File: src/nvsc_pkg.sv
// Package: pin timing, software sequence addresses and states for the host
package nvsc_pkg;
   localparam int CLK_MHZ = 100;
   // Times in ns as used by the host; cycles derived, least times rounded up
   localparam int ADDR_ACCESS_NS = 25;
   localparam int WRITE_PULSE_NS = 25;
   localparam int WRITE_TURNOFF_NS = 15;
   localparam int STORE_DELAY_NS = 25;
   localparam int HOLDOFF_NS = 20;
   localparam int ADDR_ACCESS_CYC = (ADDR_ACCESS_NS * CLK_MHZ + 999) / 1000;
   localparam int WRITE_PULSE_CYC = (WRITE_PULSE_NS * CLK_MHZ + 999) / 1000;
   localparam int WRITE_TURNOFF_CYC =
      (WRITE_TURNOFF_NS * CLK_MHZ + 999) / 1000;
   localparam int STORE_DELAY_CYC = (STORE_DELAY_NS * CLK_MHZ + 999) / 1000;
   localparam int HOLDOFF_CYC = (HOLDOFF_NS * CLK_MHZ + 999) / 1000;
   localparam int ADDR_W = 18;
   localparam int DATA_W = 16;
   localparam int CNT_W = 8;
   localparam int SEQ_LEN = 6;
   localparam logic [15:0] SEQ_A0 = 16'h4E38;
   localparam logic [15:0] SEQ_A1 = 16'hB1C7;
   localparam logic [15:0] SEQ_A2 = 16'h83E0;
   localparam logic [15:0] SEQ_A3 = 16'h7C1F;
   localparam logic [15:0] SEQ_A4 = 16'h703F;
   localparam logic [15:0] SEQ_STORE = 16'h8FC0;
   localparam logic [15:0] SEQ_RECALL = 16'h4C63;
   localparam logic [15:0] SEQ_AS_OFF = 16'h8B45;
   localparam logic [15:0] SEQ_AS_ON = 16'h4B46;
   typedef enum logic [1:0] {
      NVSC_OP_READ = 2'h0,
      NVSC_OP_WRITE = 2'h1,
      NVSC_OP_CMD = 2'h2,
      NVSC_OP_HWSTORE = 2'h3
   } nvsc_op_e;
   typedef enum logic [1:0] {
      NVSC_CMD_STORE = 2'h0,
      NVSC_CMD_RECALL = 2'h1,
      NVSC_CMD_AS_OFF = 2'h2,
      NVSC_CMD_AS_ON = 2'h3
   } nvsc_cmd_e;
   typedef enum logic [6:0] {
      NVSC_IDLE = 7'h01,
      NVSC_SETUP = 7'h02,
      NVSC_STROBE = 7'h04,
      NVSC_REL = 7'h08,
      NVSC_BUSYWAIT = 7'h10,
      NVSC_HOLDOFF = 7'h20,
      NVSC_DONE = 7'h40
   } nvsc_state_e;
endpackage

File: src/nvsc_sync_if.sv
// Interface: synchronised busy-line level between host modules
`timescale 1ns/1ps
interface nvsc_sync_if;
   logic busy_low;
   modport src (output busy_low);
   modport dst (input busy_low);
endinterface

File: src/nvsc_host.sv
// Host controller driving the nonvolatile SRAM's asynchronous pins
`timescale 1ns/1ps
//////////////////////////////////////////////////////////////////////////////
// Behaviour
// - Write: select, write low; address held stable
// - Host keeps output enable high when writing
// - Keep write disabled until host leaves reset
// - Disable autostore when no capacitor fitted; host does so only on an NVSC_CMD_AS_OFF request
// - Six read sequence ending 0x8FC0 stores
module nvsc_host
   import nvsc_pkg::*;
#(
   parameter int ADDR_WIDTH = ADDR_W,
   parameter int DATA_WIDTH = DATA_W
) (
   input wire logic clk_sys,
   input wire logic reset_n,
   input wire logic clk_en,
   input wire logic req_valid,
   input wire nvsc_op_e req_op,
   input wire nvsc_cmd_e req_cmd,
   input wire logic [ADDR_WIDTH-1:0] req_addr,
   input wire logic [DATA_WIDTH-1:0] req_wdata,
   input wire logic [1:0] req_lanes,
   output logic req_ready,
   output logic rsp_valid,
   output logic [DATA_WIDTH-1:0] rsp_rdata,
   output logic [ADDR_WIDTH-1:0] mem_addr,
   output logic chip_sel_n,
   output logic out_en_n,
   output logic write_en_n,
   output logic upper_byte_enable_n,
   output logic lower_byte_enable_n,
   input wire logic [DATA_WIDTH-1:0] dq_in,
   output logic [DATA_WIDTH-1:0] dq_out,
   output logic dq_oe,
   input wire logic store_busy_n_in,
   output logic store_busy_n_out,
   output logic store_busy_n_oe
);
   localparam logic [CNT_W-1:0] RD_CYC = CNT_W'(ADDR_ACCESS_CYC);
   localparam logic [CNT_W-1:0] WR_CYC = CNT_W'(WRITE_PULSE_CYC);
   localparam logic [CNT_W-1:0] DLY_CYC = CNT_W'(STORE_DELAY_CYC);
   localparam logic [CNT_W-1:0] HO_CYC = CNT_W'(HOLDOFF_CYC);
   localparam logic [2:0] SEQ_LAST = 3'(SEQ_LEN - 1);

   nvsc_sync_if busy_if ();
   nvsc_state_e state_q;
   nvsc_op_e op_q;
   nvsc_cmd_e cmd_q;
   logic [CNT_W-1:0] cnt_q;
   logic [2:0] seq_q;
   logic [ADDR_WIDTH-1:0] addr_q;
   logic [DATA_WIDTH-1:0] wdata_q;
   logic [1:0] lanes_q;
   logic [15:0] seq_addr;

   nvsc_sync u_sync (
      .clk_sys(clk_sys),
      .reset_n(reset_n),
      .clk_en(clk_en),
      .pin_in(store_busy_n_in),
      .sync(busy_if.src)
   );

   ////////////////////////////////////////////////////////////////////////////
   // Sequence address of the current command step
   always_comb begin
      case (seq_q)
         3'h0: seq_addr = SEQ_A0;
         3'h1: seq_addr = SEQ_A1;
         3'h2: seq_addr = SEQ_A2;
         3'h3: seq_addr = SEQ_A3;
         3'h4: seq_addr = SEQ_A4;
         default: begin
            case (cmd_q)
               NVSC_CMD_STORE: seq_addr = SEQ_STORE;
               NVSC_CMD_RECALL: seq_addr = SEQ_RECALL;
               NVSC_CMD_AS_OFF: seq_addr = SEQ_AS_OFF;
               default: seq_addr = SEQ_AS_ON;
            endcase
         end
      endcase
   end

   ////////////////////////////////////////////////////////////////////////////
   // Request capture and sequencing
   always_ff @(posedge clk_sys or negedge reset_n) begin
      if (!reset_n) begin
         state_q <= NVSC_IDLE;
         op_q <= NVSC_OP_READ;
         cmd_q <= NVSC_CMD_STORE;
         cnt_q <= '0;
         seq_q <= '0;
         addr_q <= '0;
         wdata_q <= '0;
         lanes_q <= 2'h0;
      end else if (clk_en) begin
         case (state_q)
            NVSC_IDLE: begin
               // Busy low means store, recall or external request
               if (req_valid && !busy_if.busy_low) begin
                  op_q <= req_op;
                  cmd_q <= req_cmd;
                  addr_q <= req_addr;
                  wdata_q <= req_wdata;
                  lanes_q <= req_lanes;
                  seq_q <= '0;
                  cnt_q <= '0;
                  state_q <= (req_op == NVSC_OP_HWSTORE) ? NVSC_STROBE
                                                         : NVSC_SETUP;
               end
            end
            NVSC_SETUP: begin
               // Address settles one cycle before any strobe
               cnt_q <= '0;
               state_q <= NVSC_STROBE;
            end
            NVSC_STROBE: begin
               cnt_q <= cnt_q + 1'b1;
               if (op_q == NVSC_OP_HWSTORE) begin
                  if (cnt_q >= DLY_CYC) begin
                     cnt_q <= '0;
                     state_q <= NVSC_REL;
                  end
               end else if (cnt_q + 1'b1 >= ((op_q == NVSC_OP_WRITE)
                                             ? WR_CYC : RD_CYC)) begin
                  state_q <= NVSC_REL;
               end
            end
            NVSC_REL: begin
               cnt_q <= '0;
               if (op_q == NVSC_OP_CMD && seq_q != SEQ_LAST) begin
                  seq_q <= seq_q + 3'h1;
                  state_q <= NVSC_SETUP;
               end else if (op_q == NVSC_OP_CMD
                            && cmd_q inside {NVSC_CMD_STORE,
                                             NVSC_CMD_RECALL}) begin
                  state_q <= NVSC_BUSYWAIT;
               end else if (op_q == NVSC_OP_HWSTORE) begin
                  state_q <= NVSC_BUSYWAIT;
               end else begin
                  state_q <= NVSC_DONE;
               end
            end
            NVSC_BUSYWAIT: begin
               // Wait for the device to let the line rise again
               if (!busy_if.busy_low) begin
                  cnt_q <= '0;
                  state_q <= NVSC_HOLDOFF;
               end
            end
            NVSC_HOLDOFF: begin
               cnt_q <= cnt_q + 1'b1;
               if (busy_if.busy_low) begin
                  cnt_q <= '0;
               end else if (cnt_q + 1'b1 >= HO_CYC) begin
                  state_q <= NVSC_DONE;
               end
            end
            NVSC_DONE: begin
               state_q <= NVSC_IDLE;
            end
            default: state_q <= NVSC_IDLE;
         endcase
      end
   end

   ////////////////////////////////////////////////////////////////////////////
   // Memory pins, all registered
   always_ff @(posedge clk_sys or negedge reset_n) begin
      if (!reset_n) begin
         mem_addr <= '0;
         chip_sel_n <= 1'b1;
         out_en_n <= 1'b1;
         write_en_n <= 1'b1;
         upper_byte_enable_n <= 1'b1;
         lower_byte_enable_n <= 1'b1;
         dq_out <= '0;
         dq_oe <= 1'b0;
      end else if (clk_en) begin
         chip_sel_n <= 1'b1;
         out_en_n <= 1'b1;
         write_en_n <= 1'b1;
         dq_oe <= 1'b0;
         if (state_q == NVSC_SETUP) begin
            mem_addr <= (op_q == NVSC_OP_CMD)
                        ? ADDR_WIDTH'(seq_addr) : addr_q;
            upper_byte_enable_n <= (op_q == NVSC_OP_CMD) ? 1'b0
                                                         : ~lanes_q[1];
            lower_byte_enable_n <= (op_q == NVSC_OP_CMD) ? 1'b0
                                                         : ~lanes_q[0];
            dq_out <= wdata_q;
         end
         if (state_q == NVSC_STROBE && op_q != NVSC_OP_HWSTORE
             && !(cnt_q + 1'b1 >= ((op_q == NVSC_OP_WRITE)
                                    ? WR_CYC : RD_CYC))) begin
            chip_sel_n <= 1'b0;
            if (op_q == NVSC_OP_WRITE) begin
               write_en_n <= 1'b0;
               dq_oe <= 1'b1;
            end else begin
               out_en_n <= 1'b0;
            end
         end
      end
   end

   ////////////////////////////////////////////////////////////////////////////
   // Store-busy pin: open drain, only ever pulled low by the host
   always_ff @(posedge clk_sys or negedge reset_n) begin
      if (!reset_n) begin
         store_busy_n_out <= 1'b0;
         store_busy_n_oe <= 1'b0;
      end else if (clk_en) begin
         store_busy_n_out <= 1'b0;
         // Released once request delay passes; device then holds it only if written since the last store or recall
         store_busy_n_oe <= state_q == NVSC_STROBE
                            && op_q == NVSC_OP_HWSTORE;
      end
   end

   ////////////////////////////////////////////////////////////////////////////
   // Answer side
   always_ff @(posedge clk_sys or negedge reset_n) begin
      if (!reset_n) begin
         req_ready <= 1'b0;
         rsp_valid <= 1'b0;
         rsp_rdata <= '0;
      end else if (clk_en) begin
         req_ready <= state_q == NVSC_DONE
                      || (state_q == NVSC_IDLE && !req_valid
                          && !busy_if.busy_low);
         rsp_valid <= state_q == NVSC_DONE;
         // Sampled on the last strobe cycle, after access time
         if (state_q == NVSC_STROBE && op_q == NVSC_OP_READ
             && cnt_q + 1'b1 == RD_CYC) begin
            rsp_rdata <= dq_in;
         end
      end
   end
endmodule

File: src/nvsc_sync.sv
// Two-flop synchroniser for the store-busy pin level
`timescale 1ns/1ps
module nvsc_sync (
   input wire logic clk_sys,
   input wire logic reset_n,
   input wire logic clk_en,
   input wire logic pin_in,
   nvsc_sync_if.src sync
);
   logic meta_q;
   logic stable_q;
   always_ff @(posedge clk_sys or negedge reset_n) begin
      if (!reset_n) begin
         meta_q <= 1'b1;
         stable_q <= 1'b1;
      end else if (clk_en) begin
         meta_q <= pin_in;
         stable_q <= meta_q;
      end
   end
   assign sync.busy_low = ~stable_q;
endmodule

File: config.mk
export PLATFORM = sky130hd
export DESIGN_NAME = nvsc_host
export DESIGN_NICKNAME = d
export VERILOG_FILES = /design/src/nvsc_pkg.sv /design/src/nvsc_sync_if.sv /design/src/nvsc_host.sv /design/src/nvsc_sync.sv
export SDC_FILE = /design/constraint.sdc
export NUM_CORES = 1
export LEC_CHECK = 0
export ABC_AREA = 1
export BUFFER_PORTS_ARGS = -buffer_cell sky130_fd_sc_hd__clkbuf_2
export CORE_ASPECT_RATIO = 1.2
export CORE_UTILIZATION = 49
export CTS_CLUSTER_DIAMETER = 30
export DETAILED_ROUTE_END_ITERATION = 12
export PLACE_DENSITY = 0.76
export SYNTH_ARGS = -nofsm -noshare
export SYNTH_HDL_FRONTEND = slang
export SYNTH_SLANG_ARGS = --single-unit
export TNS_END_PERCENT = 100
File: constraint.sdc
create_clock -name clk_sys -period 1.9 [get_ports clk_sys]
set_clock_uncertainty 0.05 [all_clocks]
set_input_delay 0.38 -clock clk_sys [delete_from_list [all_inputs] [get_ports clk_sys]]
set_output_delay 0.38 -clock clk_sys [all_outputs]
set_load 0.03 [all_outputs]
==> impl_metrics.csv <==
group,metric,value,unit
run_status,status,"finished, final reports clean",
power,p_per_area,1560,nW/um^2
final_layout,fin_area,7320,um^2
grt,grt_pass1_vias,4881,
power,intPower,7080,uW
min_path,hp-class,"in2reg",
final_layout,areaGrowthSynthToFinish,30.7,%
floorplan,core,11100,um^2
route,drc_errors,0,
critical_path,worstPathRequired,2.16,ns
critical_path,path_class,"reg2reg",
critical_path,cp_num_buf_inv,1,
grt,antenna_found_initial,0,
logic_synthesis,synthDistinctLibCells,39,
critical_path,cp_max_fo,4,
placed_design,dp_hpwl,9400,um
timing,drv_slew,0,
timing,post-route-period-util,98.7,%
clock_network,cts-root-buf,"clkbuf_16",
floorplan,rows,42,
route,routedWlPerCell,14.8,um
logic_synthesis,yosys_warnings,0,
final_layout,seq_area,2990,um^2
critical_path,critPathTopFamily,"simple AND/OR/NAND/NOR gates",
logic_synthesis,synth_fp_nets,691,
critical_path,cpMaxStageDelayCell,"dfrtp_1",
route,postRouteAntennaNets,0,
placed_design,place_inst,887,
critical_path,slowest_delay,0.38,ns
power,netSwitchingFraction,38.2,%
placed_design,port_buffers,119,
route,drt_pass1_iterations,5,
grt,grt_max_degree,51,
power,netSwitchingPower,4370,uW
clock_network,cts_tree,"done",
logic_synthesis,ys_ff_latch,119,
logic_synthesis,syn_area,5600,um^2
power,p_clk_share,29.6,%
grt,globalRouteOverflowTotal,0,
floorplan,start_util,50.5,%
min_path,holdCritStartpoint,"store_busy_n_in",
critical_path,critPathMostFrequentCell,"nand2_1",
route,routed_wl,13700,um
clock_network,clockBufferDepth,2,
grt,grt_usage,24.2,%
route,vias,4860,
placed_design,gp_congestion,0.918,
logic_synthesis,syn_avg_cell_area,9.08,um^2
floorplan,die_x,99.6,um
critical_path,r2r_start,"seq_q[0]",
route,drt_iter0_drc,255,
timing,clock.fmax,0.533,GHz
critical_path,crit_chain,"inv_1 -> ha_1 -> o21ai_2 -> nand2_1 -> or2_2 -> nand2_1 -> nand2_1 -> o21ai_0",
timing,final-hold-violation-count,0,
power,ir_worst_vdd,1160,uV
clock_network,cts_buffers,17,
floorplan,dieHeight,119,um
critical_path,crit_start,"seq_q[0]",
final_layout,drive_above_1_share,33.2,%
critical_path,arrival,2.14,ns
run,max-cap-violations,0,
final_layout,fillers,883,
logic_synthesis,synth_seq_area_share,53.3,%
clock_network,htreeDepth,4,
route,vias_per_cell,5.25,
clock_network,clkTransAtPathRegs,0.06,ns
final_layout,n_antenna_cell,0,
logic_synthesis,netlist_instances,617,
timing,finalCriticalPeriod,1.88,ns
placed_design,dpl_cell_area,6490,um^2
final_layout,multi_input_area,2450,um^2
clock_network,cts.sinks,119,
timing,setup-violations-final,0,
final_layout,final_net_count,832,
critical_path,cp-end-kind,"register",
floorplan,dieArea,11900,um^2
grt,grt_pass1_wl,22300,um
power,seq_power_share,34.8,%
clock_network,clk_latency,0.42,ns
critical_path,crit_path_start_kind,"register",
floorplan,ios,121,
timing,rsz0062_at_grt,"yes",
power,combPwrFrac,35.6,%
power,power.leakage,0.00378,uW
final_layout,final_cells,925,
## path summary, 6_finish.rpt
check / endpoint / slack [ns] / cells past startpoint
setup / recovery: mem_addr[8] / 0.02 / 8
hold / removal: u_sync.meta_q / 0.10 / 3
setup reg to reg: mem_addr[8] / 0.02 / 8
hold reg to reg: lower_byte_enable_n / 0.38 / 1
max in group asynchronous: u_sync.meta_q / 0.82 / 3
min in group asynchronous: dq_out[12] / 0.40 / 2
## synthesized netlist by cell type, drive strengths merged
library cell | count | share of area [%]
nor3 | 1 | 0.29
conb | 1 | 0.067
a21oi | 27 | 2.4
or2 | 4 | 0.45
o31ai | 5 | 0.67
dfstp | 8 | 3.8
nand3 | 39 | 3.8
o21bai | 1 | 0.13
o211ai | 3 | 0.40
inv | 44 | 2.9
o221ai | 1 | 0.16
ha | 13 | 2.9
o22a | 2 | 0.31
buf | 13 | 1.6
a211oi | 1 | 0.13
mux2 | 30 | 6.0
nor2 | 46 | 4.0
nand2 | 200 | 14
o21ai | 29 | 2.6
a31oi | 2 | 0.22
o21a | 4 | 0.54
a2bb2oi | 2 | 0.31
clkbuf | 10 | 0.67
o22ai | 2 | 0.22
xnor2 | 1 | 0.16
nand4 | 16 | 1.9
dfrtp | 111 | 50
o311ai | 1 | 0.16
## logic make-up after synthesis
group	synth area share (%)
AO/OA/AOI/OAI	8.26
XOR/XNOR	0.156
adder cells (fa/ha/maj)	2.90
buffers and inverters	5.18
flip-flops	53.3
multiplexers	6.03
other	0.0669
AND/OR/NAND/NOR	24.1
## tightest hold or removal path, stage by stage
cell      delay [ns]
clkbuf_2        0.08
nand2_1         0.05
nand2_1         0.05
## layout by cell type (no fill, tap or decap), types with 4 or more instances in the layout
cell type   instances
nor2_1             29
clkbuf_16          18
or2_2               4
o21ai_0            20
o21a_1              4
clkbuf_2          118
nor2_4              6
nand3_4             4
inv_1              40
nand4_1            15
a21oi_1            26
nand2_1           195
buf_4              17
buf_12              6
o21ai_1             7
nand3_1            35
clkinvlp_4          4
ha_1               12
dfstp_2             8
o31ai_1             5
nor2_2             10
mux2_2             28
dfrtp_1           109
## sequential cells by signal, indices dropped and copies added (netlist names), 2 cells and up
signal and count:
cnt_q 8, wdata_q 16, addr_q 18, seq_q 3
cmd_q 2, state_q 7, lanes_q 2, rsp_rdata 16
mem_addr 18, dq_out 16, op_q 2
## per-layer routing
layer  vias up  global-route usage, %  wire length, um
li1       2302                      -                -
met1      2317                   28.6             5480
met2       192                   40.4             6870
met3        49                   7.04              883
met4         0                   11.7              439
met5         -                      0                0
## power by group through the flow
stage	Clock (uW)	Sequential (uW)	Combinational [uW]
6_report	3390	3980	4080
5_1_grt	3520	4080	4470
4_1_cts	3430	3970	3940
3_5_place_dp	0	3990	3890
3_3_place_gp	0	3940	3770
2_1_floorplan	0	4660	1960
## timing repair
| item | CTS | global route |
|---|---|---|
| buffers inserted | 0 | 4 |
| cloned | 0 | 1 |
| endpoints found under the setup margin | 4 | 57 |
| gates resized for setup | 7 | 27 |
| pin swaps | 0 | 8 |
| endpoints found under the hold margin | 25 | 0 |
| hold buffers | 1 | 0 |
## through the flow
step / setup WS, ns / total power, uW / hold WS [ns] / util, % / TNS, ns
after global placement: 0.0909 / 7720 / 0.304 / 58.6 / 0
after detailed placement: 0.0111 / 7890 / 0.308 / 58.6 / 0
after CTS: 0.0140 / 11300 / 0.0952 / 64.6 / 0
final: 0.0248 / 11400 / 0.102 / 66.0 / 0
after global routing: -0.0389 / 12100 / 0.128 / 66.0 / -0.374
after floorplan: 0.0997 / 6620 / 0.0344 / - / 0
## layout make-up
cell class,count,share of cell area (%)
repair buffers,145,12.2
clock inverters,12,2.24
inverters,44,2.27
flip-flops and latches,119,40.8
well taps,154,2.63
clock buffers,20,6.37
multi-input cells,431,33.4
Note: power is estimated with default switching activity, not from simulation.
